### src/design/furl_pkg.sv
// What this block does
// - Start record type code is 0x00
// - Length counts bytes after device type
// - Start layout: type,len,dev,res,addresses,res,sum
// - Erase bounds are 32-bit little-endian
// - Start checksum covers length onward
// - Data record is 7+payload, max 64
// - Data record type code is 0x0f
// - Data length counts bytes after address
// - Payload written from little-endian load address
// - Payload holds 1 to 57 bytes
// - Data checksum covers length, address, payload
// - End record: 4 bytes, type 0xf0
// - Response record type is 0xFF
// - Response type ACK, retry NAK, end NAK
// - Response length counts bytes after type
// - Start response field reports backup state
package furl_pkg;
   localparam logic [7:0] REC_START = 8'h00;
   localparam logic [7:0] REC_DATA = 8'h0f;
   localparam logic [7:0] REC_END = 8'hf0;
   localparam logic [7:0] RESP_REC = 8'hff;
   localparam logic [7:0] RESP_ACK = 8'h00;
   localparam logic [7:0] RESP_NAK_RETRY = 8'h0f;
   localparam logic [7:0] RESP_NAK_END = 8'hf0;
   localparam logic [7:0] FIELD_BACKUP_ON = 8'hb0;
   localparam logic [7:0] FIELD_BACKUP_OFF = 8'hb1;
   localparam logic [7:0] FIELD_WRITING = 8'h03;
   localparam logic [7:0] FIELD_PARAM_ERR = 8'he4;
   localparam logic [7:0] FIELD_NONE = 8'h00;
   localparam logic [7:0] RESP_LEN = 8'h02;
   localparam logic [2:0] RESP_BYTES = 3'h5;
   localparam logic [7:0] START_LEN = 8'h0b;
   localparam logic [7:0] END_LEN = 8'h01;
   localparam logic [8:0] START_BODY = 9'h00c;
   localparam logic [8:0] END_BODY = 9'h002;
   localparam logic [8:0] DATA_ADDR_BYTES = 9'h004;
   localparam logic [8:0] POS_ERS_START = 9'h002;
   localparam logic [8:0] POS_ERS_END = 9'h006;
   localparam logic [8:0] POS_ERS_LAST = 9'h009;
   localparam int DATA_OVERHEAD = 7;
   localparam int REC_MAX_BYTES = 64;
   localparam int DATA_MAX_PAYLOAD = 57;
   localparam int FIFO_DEPTH = 4;

   typedef struct packed {
      logic [31:0] addr;
      logic [7:0] data;
   } furl_flash_word_t;

   typedef struct packed {
      logic [31:0] start;
      logic [31:0] stop;
   } furl_erase_range_t;

   typedef enum logic [5:0] {
      ST_TYPE = 6'b000001,
      ST_LEN = 6'b000010,
      ST_BODY = 6'b000100,
      ST_DRAIN = 6'b001000,
      ST_RESP = 6'b010000,
      ST_WAIT = 6'b100000
   } furl_state_t;

   typedef enum logic [1:0] {
      K_START = 2'h0,
      K_DATA = 2'h1,
      K_END = 2'h2
   } furl_kind_t;
endpackage : furl_pkg

### src/design/furl_fifo.sv
module furl_fifo
#(
   parameter int WIDTH = 40,
   parameter int DEPTH = 4
)
(
   input wire logic clk_i,
   input wire logic srst_i,
   input wire logic in_valid_i,
   input wire logic [WIDTH-1:0] in_data_i,
   output logic in_ready_o,
   output logic out_valid_o,
   output logic [WIDTH-1:0] out_data_o,
   input wire logic out_ready_i
);
   localparam int AW = $clog2(DEPTH);
   localparam logic [AW:0] FULL = (AW+1)'(DEPTH);

   generate
      if (DEPTH < 2 || (DEPTH & (DEPTH - 1)) != 0)
      begin : g_bad_depth
         $error("fifo depth must be a power of two, at least 2");
      end
   endgenerate

   logic [WIDTH-1:0] mem_ff [DEPTH];
   logic [AW-1:0] wr_ptr_ff, nxt_wr_ptr, rd_ptr_ff, nxt_rd_ptr;
   logic [AW:0] count_ff, nxt_count;
   logic push, pop;

   assign in_ready_o = count_ff != FULL;
   assign out_valid_o = count_ff != '0;
   assign out_data_o = mem_ff[rd_ptr_ff];

   always_comb
   begin
      push = in_valid_i && in_ready_o;
      pop = out_valid_o && out_ready_i;
      nxt_wr_ptr = push ? wr_ptr_ff + 1'b1 : wr_ptr_ff;
      nxt_rd_ptr = pop ? rd_ptr_ff + 1'b1 : rd_ptr_ff;
      nxt_count = count_ff + (AW+1)'(push) - (AW+1)'(pop);
   end

   always_ff @(posedge clk_i)
   begin
      if (srst_i)
      begin
         wr_ptr_ff <= '0;
         rd_ptr_ff <= '0;
         count_ff <= '0;
      end
      else
      begin
         wr_ptr_ff <= nxt_wr_ptr;
         rd_ptr_ff <= nxt_rd_ptr;
         count_ff <= nxt_count;
      end
   end

   always_ff @(posedge clk_i)
   begin
      if (push)
      begin
         mem_ff[wr_ptr_ff] <= in_data_i;
      end
   end
endmodule : furl_fifo

### src/design/furl_resp_tx.sv
module furl_resp_tx
(
   input wire logic clk_i,
   input wire logic srst_i,
   input wire logic start_i,
   input wire logic [7:0] type_i,
   input wire logic [7:0] field_i,
   input wire logic tx_ready_i,
   output logic [7:0] tx_data_o,
   output logic tx_valid_o
);
   import furl_pkg::*;

   logic [2:0] idx_ff, nxt_idx;
   logic [7:0] type_ff, nxt_type, field_ff, nxt_field, data_ff, nxt_data;
   logic valid_ff, nxt_valid;

   assign tx_data_o = data_ff;
   assign tx_valid_o = valid_ff;

   always_comb
   begin
      nxt_idx = idx_ff;
      nxt_type = type_ff;
      nxt_field = field_ff;
      nxt_data = data_ff;
      nxt_valid = valid_ff;
      if (!valid_ff)
      begin
         if (start_i)
         begin
            nxt_valid = 1'b1;
            nxt_idx = '0;
            nxt_type = type_i;
            nxt_field = field_i;
            nxt_data = RESP_REC;
         end
      end
      else if (tx_ready_i)
      begin
         nxt_idx = idx_ff + 3'h1;
         unique case (nxt_idx)
            3'h1: nxt_data = RESP_LEN;
            3'h2: nxt_data = type_ff;
            3'h3: nxt_data = field_ff;
            default: nxt_data = 8'(RESP_LEN + type_ff + field_ff);
         endcase
         if (idx_ff == RESP_BYTES - 3'h1)
         begin
            nxt_valid = 1'b0;
         end
      end
   end

   always_ff @(posedge clk_i)
   begin
      if (srst_i)
      begin
         idx_ff <= '0;
         type_ff <= '0;
         field_ff <= '0;
         data_ff <= '0;
         valid_ff <= 1'b0;
      end
      else
      begin
         idx_ff <= nxt_idx;
         type_ff <= nxt_type;
         field_ff <= nxt_field;
         data_ff <= nxt_data;
         valid_ff <= nxt_valid;
      end
   end

   property p_resp_head;
      @(posedge clk_i) disable iff (srst_i)
      start_i && !valid_ff |=> valid_ff && data_ff == RESP_REC && idx_ff == 3'h0;
   endproperty
   a_resp_head: assert property (p_resp_head) else $error("response does not open with 0xff");

   property p_resp_len;
      @(posedge clk_i) disable iff (srst_i)
      valid_ff && tx_ready_i && idx_ff == 3'h0 |=> data_ff == RESP_LEN;
   endproperty
   a_resp_len: assert property (p_resp_len) else $error("response length byte wrong");

   property p_resp_type;
      @(posedge clk_i) disable iff (srst_i)
      valid_ff && idx_ff == 3'h2 |->
         data_ff == RESP_ACK || data_ff == RESP_NAK_RETRY || data_ff == RESP_NAK_END;
   endproperty
   a_resp_type: assert property (p_resp_type) else $error("illegal response type");

   property p_resp_sum;
      @(posedge clk_i) disable iff (srst_i)
      valid_ff && tx_ready_i && idx_ff == 3'h3 |=>
         data_ff == 8'($past(data_ff) + $past(type_ff) + RESP_LEN) ##1 (!valid_ff || !$past(tx_ready_i));
   endproperty
   a_resp_sum: assert property (p_resp_sum) else $error("response checksum wrong");
endmodule : furl_resp_tx

### src/design/furl_top.sv
module furl_top
#(
   parameter int MAX_PAYLOAD = furl_pkg::DATA_MAX_PAYLOAD,
   parameter int DEPTH = furl_pkg::FIFO_DEPTH
)
(
   input wire logic CORE_CLK_I,
   input wire logic SRST_I,
   input wire logic [7:0] RX_DATA_I,
   input wire logic RX_VALID_I,
   output logic RX_READY_O,
   output logic [7:0] TX_DATA_O,
   output logic TX_VALID_O,
   input wire logic TX_READY_I,
   input wire logic BACKUP_EN_I,
   output logic ERASE_REQ_O,
   output furl_pkg::furl_erase_range_t ERASE_RANGE_O,
   output logic FLASH_WR_VALID_O,
   output furl_pkg::furl_flash_word_t FLASH_WR_O,
   input wire logic FLASH_WR_READY_I,
   output logic SESSION_O
);
   import furl_pkg::*;

   localparam int WW = $bits(furl_flash_word_t);
   localparam logic [7:0] LEN_MIN = 8'h02;
   localparam logic [7:0] LEN_MAX = 8'(MAX_PAYLOAD + 1);

   generate
      if (MAX_PAYLOAD < 1 || MAX_PAYLOAD > REC_MAX_BYTES - DATA_OVERHEAD)
      begin : g_bad_payload
         $error("payload size cannot exceed the record limit");
      end
   endgenerate

   furl_state_t state_ff, nxt_state;
   furl_kind_t kind_ff, nxt_kind;
   logic [7:0] len_ff, nxt_len, sum_ff, nxt_sum;
   logic [8:0] remain_ff, nxt_remain, pos_ff, nxt_pos;
   logic [31:0] addr_ff, nxt_addr, end_ff, nxt_end;
   logic [5:0] pay_cnt_ff, nxt_pay_cnt, drain_ff, nxt_drain;
   logic [7:0] resp_type_ff, nxt_resp_type, resp_field_ff, nxt_resp_field;
   logic session_ff, nxt_session, rx_ready_ff, nxt_rx_ready;
   logic erase_req_ff, nxt_erase_req;
   furl_erase_range_t range_ff, nxt_range;
   logic [7:0] pay_mem_ff [MAX_PAYLOAD];
   logic pay_we;
   logic [5:0] pay_idx;
   logic [8:0] rel;
   logic rx_take, resp_start, push, fifo_in_ready, fifo_out_valid, fifo_out_ready;
   furl_flash_word_t push_word, fifo_out_word, wr_word_ff, nxt_wr_word;
   logic wr_valid_ff, nxt_wr_valid;

   assign RX_READY_O = rx_ready_ff;
   assign ERASE_REQ_O = erase_req_ff;
   assign ERASE_RANGE_O = range_ff;
   assign FLASH_WR_VALID_O = wr_valid_ff;
   assign FLASH_WR_O = wr_word_ff;
   assign SESSION_O = session_ff;

   assign rx_take = RX_VALID_I && rx_ready_ff;
   assign push_word = '{addr: addr_ff + 32'(drain_ff), data: pay_mem_ff[drain_ff]};

   always_comb
   begin
      nxt_state = state_ff;
      nxt_kind = kind_ff;
      nxt_len = len_ff;
      nxt_sum = sum_ff;
      nxt_remain = remain_ff;
      nxt_pos = pos_ff;
      nxt_addr = addr_ff;
      nxt_end = end_ff;
      nxt_pay_cnt = pay_cnt_ff;
      nxt_drain = drain_ff;
      nxt_resp_type = resp_type_ff;
      nxt_resp_field = resp_field_ff;
      nxt_session = session_ff;
      nxt_erase_req = 1'b0;
      nxt_range = range_ff;
      resp_start = 1'b0;
      push = 1'b0;
      pay_we = 1'b0;
      pay_idx = '0;
      rel = '0;
      unique case (state_ff)
         ST_TYPE:
         begin
            if (rx_take)
            begin
               nxt_pos = '0;
               nxt_state = ST_LEN;
               if (RX_DATA_I == REC_START)
               begin
                  nxt_kind = K_START;
               end
               else if (RX_DATA_I == REC_DATA)
               begin
                  nxt_kind = K_DATA;
               end
               else if (RX_DATA_I == REC_END)
               begin
                  nxt_kind = K_END;
               end
               else
               begin
                  nxt_resp_type = RESP_NAK_RETRY;
                  nxt_resp_field = FIELD_NONE;
                  nxt_state = ST_RESP;
               end
            end
         end
         ST_LEN:
         begin
            if (rx_take)
            begin
               nxt_len = RX_DATA_I;
               nxt_sum = RX_DATA_I;
               unique case (kind_ff)
                  K_START: nxt_remain = START_BODY;
                  K_END: nxt_remain = END_BODY;
                  default: nxt_remain = DATA_ADDR_BYTES + {1'b0, RX_DATA_I};
               endcase
               nxt_state = ST_BODY;
            end
         end
         ST_BODY:
         begin
            if (rx_take)
            begin
               nxt_pos = pos_ff + 9'h001;
               nxt_remain = remain_ff - 9'h001;
               if (remain_ff != 9'h001)
               begin
                  nxt_sum = 8'(sum_ff + RX_DATA_I);
                  if (kind_ff == K_START && pos_ff >= POS_ERS_START && pos_ff < POS_ERS_END)
                  begin
                     rel = pos_ff - POS_ERS_START;
                     nxt_addr[{rel[1:0], 3'h0} +: 8] = RX_DATA_I;
                  end
                  else if (kind_ff == K_START && pos_ff >= POS_ERS_END && pos_ff <= POS_ERS_LAST)
                  begin
                     rel = pos_ff - POS_ERS_END;
                     nxt_end[{rel[1:0], 3'h0} +: 8] = RX_DATA_I;
                  end
                  else if (kind_ff == K_DATA && pos_ff < DATA_ADDR_BYTES)
                  begin
                     nxt_addr[{pos_ff[1:0], 3'h0} +: 8] = RX_DATA_I;
                  end
                  else if (kind_ff == K_DATA && pos_ff < DATA_ADDR_BYTES + 9'(MAX_PAYLOAD))
                  begin
                     rel = pos_ff - DATA_ADDR_BYTES;
                     pay_we = 1'b1;
                     pay_idx = rel[5:0];
                  end
               end
               else
               begin
                  nxt_state = ST_RESP;
                  nxt_resp_type = RESP_NAK_END;
                  nxt_resp_field = FIELD_PARAM_ERR;
                  if (RX_DATA_I != sum_ff)
                  begin
                     nxt_resp_type = RESP_NAK_RETRY;
                     nxt_resp_field = FIELD_NONE;
                  end
                  else if (kind_ff == K_START && len_ff == START_LEN)
                  begin
                     nxt_erase_req = 1'b1;
                     nxt_range = '{start: addr_ff, stop: end_ff};
                     nxt_session = 1'b1;
                     nxt_resp_type = RESP_ACK;
                     nxt_resp_field = BACKUP_EN_I ? FIELD_BACKUP_ON : FIELD_BACKUP_OFF;
                  end
                  else if (kind_ff == K_DATA && session_ff && len_ff >= LEN_MIN && len_ff <= LEN_MAX)
                  begin
                     nxt_pay_cnt = 6'(len_ff - 8'h01);
                     nxt_drain = '0;
                     nxt_state = ST_DRAIN;
                  end
                  else if (kind_ff == K_END && len_ff == END_LEN)
                  begin
                     nxt_session = 1'b0;
                     nxt_resp_type = RESP_ACK;
                     nxt_resp_field = FIELD_NONE;
                  end
               end
            end
         end
         ST_DRAIN:
         begin
            push = 1'b1;
            if (fifo_in_ready)
            begin
               nxt_drain = drain_ff + 6'h01;
               if (drain_ff == pay_cnt_ff - 6'h01)
               begin
                  nxt_resp_type = RESP_ACK;
                  nxt_resp_field = FIELD_WRITING;
                  nxt_state = ST_RESP;
               end
            end
         end
         ST_RESP:
         begin
            resp_start = 1'b1;
            nxt_state = ST_WAIT;
         end
         ST_WAIT:
         begin
            if (!TX_VALID_O)
            begin
               nxt_state = ST_TYPE;
            end
         end
      endcase
      // Ready only while a record is being taken in; stop-and-wait host
      nxt_rx_ready = nxt_state == ST_TYPE || nxt_state == ST_LEN || nxt_state == ST_BODY;
   end

   always_comb
   begin
      fifo_out_ready = !wr_valid_ff || FLASH_WR_READY_I;
      nxt_wr_valid = wr_valid_ff;
      nxt_wr_word = wr_word_ff;
      if (fifo_out_ready)
      begin
         nxt_wr_valid = fifo_out_valid;
         nxt_wr_word = fifo_out_word;
      end
   end

   always_ff @(posedge CORE_CLK_I)
   begin
      if (SRST_I)
      begin
         state_ff <= ST_TYPE;
         kind_ff <= K_START;
         len_ff <= '0;
         sum_ff <= '0;
         remain_ff <= '0;
         pos_ff <= '0;
         addr_ff <= '0;
         end_ff <= '0;
         pay_cnt_ff <= '0;
         drain_ff <= '0;
         resp_type_ff <= RESP_ACK;
         resp_field_ff <= FIELD_NONE;
         session_ff <= 1'b0;
         rx_ready_ff <= 1'b0;
         erase_req_ff <= 1'b0;
         range_ff <= '0;
         wr_valid_ff <= 1'b0;
         wr_word_ff <= '0;
      end
      else
      begin
         state_ff <= nxt_state;
         kind_ff <= nxt_kind;
         len_ff <= nxt_len;
         sum_ff <= nxt_sum;
         remain_ff <= nxt_remain;
         pos_ff <= nxt_pos;
         addr_ff <= nxt_addr;
         end_ff <= nxt_end;
         pay_cnt_ff <= nxt_pay_cnt;
         drain_ff <= nxt_drain;
         resp_type_ff <= nxt_resp_type;
         resp_field_ff <= nxt_resp_field;
         session_ff <= nxt_session;
         rx_ready_ff <= nxt_rx_ready;
         erase_req_ff <= nxt_erase_req;
         range_ff <= nxt_range;
         wr_valid_ff <= nxt_wr_valid;
         wr_word_ff <= nxt_wr_word;
      end
   end

   always_ff @(posedge CORE_CLK_I)
   begin
      if (pay_we)
      begin
         pay_mem_ff[pay_idx] <= RX_DATA_I;
      end
   end

   furl_fifo #(.WIDTH(WW), .DEPTH(DEPTH)) u_fifo (
      .clk_i(CORE_CLK_I),
      .srst_i(SRST_I),
      .in_valid_i(push),
      .in_data_i(push_word),
      .in_ready_o(fifo_in_ready),
      .out_valid_o(fifo_out_valid),
      .out_data_o(fifo_out_word),
      .out_ready_i(fifo_out_ready)
   );

   furl_resp_tx u_resp (
      .clk_i(CORE_CLK_I),
      .srst_i(SRST_I),
      .start_i(resp_start),
      .type_i(resp_type_ff),
      .field_i(resp_field_ff),
      .tx_ready_i(TX_READY_I),
      .tx_data_o(TX_DATA_O),
      .tx_valid_o(TX_VALID_O)
   );

   property p_start_code;
      @(posedge CORE_CLK_I) disable iff (SRST_I)
      state_ff == ST_TYPE && rx_take && RX_DATA_I == REC_START |=> state_ff == ST_LEN && kind_ff == K_START;
   endproperty
   a_start_code: assert property (p_start_code) else $error("start code not decoded");

   property p_data_code;
      @(posedge CORE_CLK_I) disable iff (SRST_I)
      state_ff == ST_TYPE && rx_take && RX_DATA_I == REC_DATA |=> state_ff == ST_LEN && kind_ff == K_DATA;
   endproperty
   a_data_code: assert property (p_data_code) else $error("data code not decoded");

   property p_end_code;
      @(posedge CORE_CLK_I) disable iff (SRST_I)
      state_ff == ST_TYPE && rx_take && RX_DATA_I == REC_END |=>
         kind_ff == K_END ##1 (state_ff == ST_LEN || remain_ff == END_BODY);
   endproperty
   a_end_code: assert property (p_end_code) else $error("end record not decoded");

   property p_bad_sum;
      @(posedge CORE_CLK_I) disable iff (SRST_I)
      state_ff == ST_BODY && rx_take && remain_ff == 9'h001 && RX_DATA_I != sum_ff |=>
         state_ff == ST_RESP && resp_type_ff == RESP_NAK_RETRY ##1 state_ff == ST_WAIT;
   endproperty
   a_bad_sum: assert property (p_bad_sum) else $error("bad checksum not answered with retry");

   property p_erase_sum;
      @(posedge CORE_CLK_I) disable iff (SRST_I)
      $rose(erase_req_ff) |-> $past(RX_DATA_I) == $past(sum_ff) && $past(len_ff) == START_LEN;
   endproperty
   a_erase_sum: assert property (p_erase_sum) else $error("erase without a valid start record");

   property p_backup_field;
      @(posedge CORE_CLK_I) disable iff (SRST_I)
      erase_req_ff |-> resp_field_ff == ($past(BACKUP_EN_I) ? FIELD_BACKUP_ON : FIELD_BACKUP_OFF);
   endproperty
   a_backup_field: assert property (p_backup_field) else $error("start answer has wrong backup code");

   property p_payload_bounds;
      @(posedge CORE_CLK_I) disable iff (SRST_I)
      state_ff == ST_DRAIN |-> pay_cnt_ff >= 6'h01 && 32'(pay_cnt_ff) <= MAX_PAYLOAD && session_ff;
   endproperty
   a_payload_bounds: assert property (p_payload_bounds) else $error("payload count out of range");

   property p_load_addr;
      @(posedge CORE_CLK_I) disable iff (SRST_I)
      $rose(state_ff == ST_DRAIN) |-> push_word.addr == addr_ff && push_word.data == pay_mem_ff[0];
   endproperty
   a_load_addr: assert property (p_load_addr) else $error("first payload byte not at load address");
endmodule : furl_top

### config.mk
export PLATFORM = sky130hd
export DESIGN_NAME = furl_top
export DESIGN_NICKNAME = d
export VERILOG_FILES = /design/src/design/furl_pkg.sv /design/src/design/furl_fifo.sv /design/src/design/furl_resp_tx.sv /design/src/design/furl_top.sv
export SDC_FILE = /design/constraint.sdc
export NUM_CORES = 1
export LEC_CHECK = 0
export ABC_AREA = 0
export BUFFER_PORTS_ARGS = -buffer_cell sky130_fd_sc_hd__buf_2
export CORE_ASPECT_RATIO = 0.5
export CORE_MARGIN = 2
export CORE_UTILIZATION = 50
export DETAILED_ROUTE_END_ITERATION = 8
export GPL_TIMING_DRIVEN = 0
export PLACE_DENSITY = 0.7
export SLEW_MARGIN = 20
export SYNTH_ARGS = -nofsm -noshare
export SYNTH_HDL_FRONTEND = slang
export SYNTH_SLANG_ARGS = --single-unit
### constraint.sdc
create_clock -name CORE_CLK_I -period 4.25 [get_ports CORE_CLK_I]
set_input_delay 0 -clock CORE_CLK_I [delete_from_list [all_inputs] [get_ports CORE_CLK_I]]
set_output_delay 0 -clock CORE_CLK_I [all_outputs]
set_load 0.01 [all_outputs]
Word-level counts from Yosys, hierarchy flattened --
Memory sizes are Yosys's and may differ from the RTL's. A register that Yosys moved wholly into a read port is not among the register bits. Cells that the tools add are included.
Storage, ports and cells: register bits 237, bits in writable memories 616, input port bits 14, word-level logic and storage cells 258, memories 2
Operators by class: add/subtract/negate cells 21, $lt $le $gt $ge 8, eq/ne operators 39, shifts and indexed selects 6, mux-type cells 105, bitwise logic cells 7, reductions and logical operators 44
Memory list:
- pay_mem_ff | depth 57, width 8, rd ports 1, clocked after memory_dff 1, wr ports 1, line furl_top.sv:46 | logic [7:0] pay_mem_ff [MAX_PAYLOAD];
- u_fifo.mem_ff | depth 4, width 40, rd ports 1, clocked after memory_dff 1, wr ports 1, line furl_fifo.sv:26 | logic [WIDTH-1:0] mem_ff [DEPTH];
Operators with widths (number):
- 8-bit two-way mux | 30
- 6-bit two-way mux | 22
- 32-bit bitwise mux | 3
- 32-bit two-way mux | 3
- 8-bit by 7-bit variable shift with 32-bit output, first input constant | 3
- 8-bit by 7-bit indexed part select with 32-bit output | 3
- 8-bit case mux with 3 select lines | 3
- 9-bit case mux with 2 select lines | 3
- 9-bit two-way mux | 4
- 6-bit case mux with 6 select lines | 1
- 32-bit by 6-bit adder with 32-bit output | 1
- 5-bit two-way mux | 6
- 2-bit != test, second input constant | 15
- 1-bit two-way mux | 22
- 5-bit negation with 7-bit output | 3
- 9-bit by 3-bit < comparator with 1-bit output, second input constant | 2
- 8-bit adder | 2
- 8-bit by 4-bit == test with 1-bit output, second input constant | 2
- 8-bit case mux with 2 select lines | 1
- 5-bit AND reduction | 3
- 1-bit logical AND | 14
- 6-bit by 1-bit == test with 1-bit output, second input constant | 2
- 6-bit by 2-bit == test with 1-bit output, second input constant | 2
- 6-bit by 3-bit == test with 1-bit output, second input constant | 2
- 50 further kinds | 78

Longest topological paths before layout --
word-level depth 13, depth in mapped cells 12, mapped depth without buffers 12

Hierarchy --
Synthesis repeated with hierarchy kept, for this count alone.
Second synthesis, totals: cell total of the unflattened synthesis 2578, area, all modules 36458.7 um^2
Modules (own cells, without submodules):
- furl_top | times used 1, cells an instance 2134, area an instance 28619.9 um^2, sequential area each 18457.7 um^2
- furl_fifo | times used 1, cells an instance 258, area an instance 6286.0 um^2, sequential area each 4984.8 um^2
- furl_resp_tx | times used 1, cells an instance 186, area an instance 1552.7 um^2, sequential area each 560.5 um^2

Worst setup path after synthesis --
Ideal clock, no wire load.
path kind reg2reg, start register pos_ff[2], end memory pay_mem_ff[30][0], enable pin, library setup time 0.370 ns, data arrival time 3.076 ns, required time 3.880 ns, slack 0.803 ns, cell stages (with the launch flop) 13, clock period less this slack 3.447 ns, cell sequence dfxtp_1 clkbuf_1 clkbuf_1 inv_1 ha_1 a2111oi_0 nor3_1 a21bo_2 nor4_1 nand2b_1 clkbuf_1 clkbuf_1 nor2_1
Between the ends: cells in the longest elaborated chain, start to end 11
Ends and longest elaborated chain:
- start: declaration | line furl_top.sv:39 | logic [8:0] remain_ff, nxt_remain, pos_ff, nxt_pos;
- start signal: assignment | line furl_top.sv:263 | pos_ff <= nxt_pos;
- 9-bit by 6-bit < comparator with 1-bit output | line furl_top.sv:150 | else if (kind_ff == K_DATA && pos_ff < DATA_ADDR_BYTES + 9'(MAX_PAYLOAD))
- 1-bit logical AND | line furl_top.sv:150
- 1-bit two-way mux | line furl_top.sv:150
- 1-bit two-way mux | line furl_top.sv:146 | else if (kind_ff == K_DATA && pos_ff < DATA_ADDR_BYTES)
- 1-bit two-way mux | line furl_top.sv:141 | else if (kind_ff == K_START && pos_ff >= POS_ERS_END && pos_ff <= POS_ERS_LAST)
- 1-bit two-way mux | line furl_top.sv:136 | if (kind_ff == K_START && pos_ff >= POS_ERS_START && pos_ff < POS_ERS_END)
- 1-bit two-way mux | line furl_top.sv:133 | if (remain_ff != 9'h001)
- 1-bit two-way mux | line furl_top.sv:129 | if (rx_take)
- 1-bit two-way mux | line furl_top.sv:86 | unique case (state_ff)
- 1-bit two-way mux | line furl_top.sv:281 | if (pay_we)
- 1-bit two-way mux (implied by the code) | line furl_top.sv:283 | pay_mem_ff[pay_idx] <= RX_DATA_I;
- end: declaration | line furl_top.sv:46
Parallel ways exist; a longest one is shown, timed or not.

Final worst setup path --
start register pos_ff[0], end memory pay_mem_ff[22][6], enable pin
Same word-level chain as after synthesis.

==> reports/qor.csv <==
metric,value,unit
number of hold-slack violations in the final timing report,0,
cts bufs inserted,77,
RSZ-0062 raised after global routing,true,
power density cells,413,mW/mm2
cell count after synthesis,2537,
count of distinct cell types in the synthesized netlist,77,
total number of H-tree levels,3,
asr flop ratio synth,0,%
proportion of synthesized area in mux cells,11.7,%
std cell rows,69,
Die W,383,um
post-synthesis sequential area ratio,66.3,%
Avg WL per Cell,23.6,um
final cell count without fillers,3785,
detailed router's first-iteration violation count,2460,
number of detailed-routing iterations run before antenna repair,5,
compound-cell area share of the yosys netlist,6.82,%
starting density of the core,50.5,%
data required time of the critical path,4.55,ns
area share of and/or/nand/nor cells after synthesis,9.55,%
# clock sinks,879,
I/O pin total,131,
antenna violation net count after detailed routing,0,
post-synthesis adder-cell area fraction,2.00,%
Clock Tree Buf Depth,3,
Post-Syn Nets,2606,
category of the most critical setup path,register to register,
net count of the finished layout,2831,
gpl congestion,0.946,
estimated wirelength of the detail-placed design,60.4,mm
Max Clock Freq,241,MHz
static power due to leakage,13.2,nW
Synthesis Warnings,0,
wire length reported by the detailed router,89.5,mm
final critical delay including setup and external delays,4.15,ns
floorplan die height,193,um
synthesis-stage register bit count,879,
Max-cap violations,0,
Fin Clk Skew,0.0224,ns
slack of the worst reg-to-reg path,0.10,ns
remaining global-route overflow,0,
standard cell core area,0.0710,mm2
later-pin clock latency in the skew report,0.64,ns
worst supply voltage drop on vdd,0.000318,V
Yosys top cell by area,edfxtp_1,
Post-Synth XOR/XNOR Area,1.54,%
antenna violations before repair,0,
period utilization,97.6,%
maximum number of pins on one net before global-route repair,64,
"Area growth, synth to finish",13.8,%
setup violation total in the final timing report,0,
Port Buf Inserts,130,
largest fanout on the critical path,10,
clock-pin slew reported for the worst setup and hold paths after clock tree synthesis,0.06,ns
proportion of netlist area held by the largest area contributor,51.6,%
global-route total usage across every layer,23.9,%
Clock Root Buffer,clkbuf_16,
Relative slew margins,22.9,%
share of cells above drive strength 1,19.2,%
pins over their slew limit,0,
post-synthesis average cell area,14.1,um2
TritonCTS clock tree,done,
detailed-route via count,22500,
Tightest Pin Transition,1.15,ns
leading register cell type out of synthesis,edfxtp_1,
fill cell instance count of the final layout,5539,
main combinational cell family by area after synthesis,multiplexers,
DRC violations left,0,
die outline area,0.0740,mm2
Hold Crit Class,input pin to register,
mapped cell area,0.0358,mm2
number of placed cells counting well taps,3625,
via count of the first global-routing pass,21800,
Synth area leaders,"edfxtp_1 (52%), dfxtp_1 (15%), mux4_2 (11%), nand2_1 (3.6%), a21oi_1 (2.8%)",
count of inserted antenna diode cells,0,
total power consumption of the routed design,16.8,mW
per-cell via count in the routed design,5.94,
crit path launch type,register,
number of enable-type register cells in the synthesized netlist,616,
outcome,"finished, final reports clean",
crit path capture type,register,
wire length of the first global-routing pass,135,mm
crit path DAT,4.45,ns
==> cell families (layout without fill, tap and decap cells) <==
family	Yosys count	count (layout)
muxes	202	202
and+or+nand+nor	755	755
adders and majority gates	55	55
xor gates and xnor gates	63	63
AOI/OAI and AO/OA	394	394
buffers and inverters	189	479
DFF	879	879
==> worst max-delay path, cell delays in order, from the launching register on <==
cell	delay, ns
dfxtp_1	0.49
clkinvlp_4	0.32
ha_1	0.28
clkbuf_1	0.23
a2111oi_0	0.42
nor3_1	0.12
a21bo_2	0.24
nor4_2	0.55
nand2_1	0.30
clkbuf_2	0.44
nor2_4	0.42
==> final timing paths <==
check / start / endpoint / depth (start not counted)
max: pos_ff[0] / pay_mem_ff[22][6] / 10
min: RX_VALID_I / pos_ff[1] / 6
max reg2reg: pos_ff[0] / pay_mem_ff[22][6] / 10
min reg2reg: FLASH_WR_O[26] / FLASH_WR_O[26] / 2
==> state kept, by name (all words and copies together), names as in the netlist, 8 cells and up, named ones only <==
| signal | flops |
|---|---|
| ERASE_RANGE_O | 64 |
| FLASH_WR_O | 40 |
| addr_ff | 32 |
| end_ff | 32 |
| len_ff | 8 |
| pay_mem_ff | 456 |
| pos_ff | 9 |
| remain_ff | 9 |
| sum_ff | 8 |
| u_fifo.mem_ff | 160 |
| u_resp.tx_data_o | 8 |
==> placed cells by master (no fill, tap or decap), types with 14 or more instances in the layout <==
cell type	synthesis	layout
xor2_1	27	27
nor2_4	0	24
edfxtp_1	616	616
nor2_2	2	21
a22oi_1	15	15
nor2_1	170	127
clkbuf_1	103	114
a22o_1	24	24
xnor2_1	36	36
clkbuf_16	0	83
ha_1	51	51
buf_2	24	148
nor3_1	35	35
nand2_1	340	340
o21ai_0	52	52
dfxtp_1	263	263
mux2i_1	25	25
nor2b_1	18	18
mux4_2	174	174
inv_1	39	39
a21oi_1	198	198
buf_1	22	22
clkinv_2	0	14
and3_1	19	19
nand3_1	72	72
==> cells in the mapped netlist, types with 7 or more instances <==
cell type / n
a211oi_1: 13
a21o_1: 7
a21oi_1: 198
a22o_1: 24
a22oi_1: 15
a31o_2: 8
a31oi_1: 9
and2_1: 11
and3_1: 19
buf_1: 22
buf_2: 24
clkbuf_1: 103
dfxtp_1: 263
edfxtp_1: 616
ha_1: 51
inv_1: 39
mux2i_1: 25
mux4_2: 174
nand2_1: 340
nand2b_1: 9
nand3_1: 72
nand4_1: 11
nor2_1: 170
nor2b_1: 18
nor3_1: 35
nor3b_1: 9
nor4_1: 10
o211ai_1: 8
o21a_1: 11
o21ai_0: 52
o22ai_1: 11
or3_1: 11
xnor2_1: 36
xor2_1: 27
==> layout make-up <==
class | count | area [um2] | area share [%]
Multi-Input combinational cell | 1469 | 11600 | 28.4
Clock buffer | 111 | 2290 | 5.62
Timing Repair Buffer | 146 | 868 | 2.13
Clock inverter | 33 | 317 | 0.776
Tap cell | 958 | 1200 | 2.94
Sequential cell | 879 | 23800 | 58.3
Inverter | 40 | 154 | 0.377
Buffer | 149 | 597 | 1.46
==> through the flow <==
step                hold WS (ns)  worst slack (ns)  setup TNS [ns]  area (um2)  util (%)
global placement           0.401            -0.429         -118.58       37700      53.1
finish                     0.145             0.104               0       40800      57.5
CTS                        0.115            0.0423               0       40500      57.1
detailed placement         0.394            -0.564         -163.99       37700      53.1
global route               0.158           -0.0688           -3.18       40800      57.5
floorplan                 0.0989             0.803               0       35800         -
==> power by group <==
group / internal [mW] / switching [mW] / leakage (nW) / total [mW]
clock network: 4.09 / 3.19 / 1.29 / 7.28
logic: 0.104 / 0.290 / 4.47 / 0.394
registers: 9.15 / 0.0242 / 7.45 / 9.17
total: 13.3 / 3.50 / 13.2 / 16.8
==> routing by layer <==
metal | vias up | routed length, um | GRT usage [%] | part of all wire [%]
li1 | 9992 | - | - | -
met1 | 11500 | 38600 | 34.3 | 43
met2 | 886 | 42200 | 37.7 | 47
met3 | 155 | 6390 | 4.69 | 7.1
met4 | 0 | 2290 | 6.42 | 2.6
met5 | - | 0 | 0 | 0
==> repair_timing <==
action                     CTS  global route
buffers inserted             0             3
hold endpoints to repair    17           456
hold buffers                 4             8
setup endpoints to repair  456           456
resized for setup           55            23
pin swaps                    0             3
Note: power is estimated with default switching activity, not from simulation.
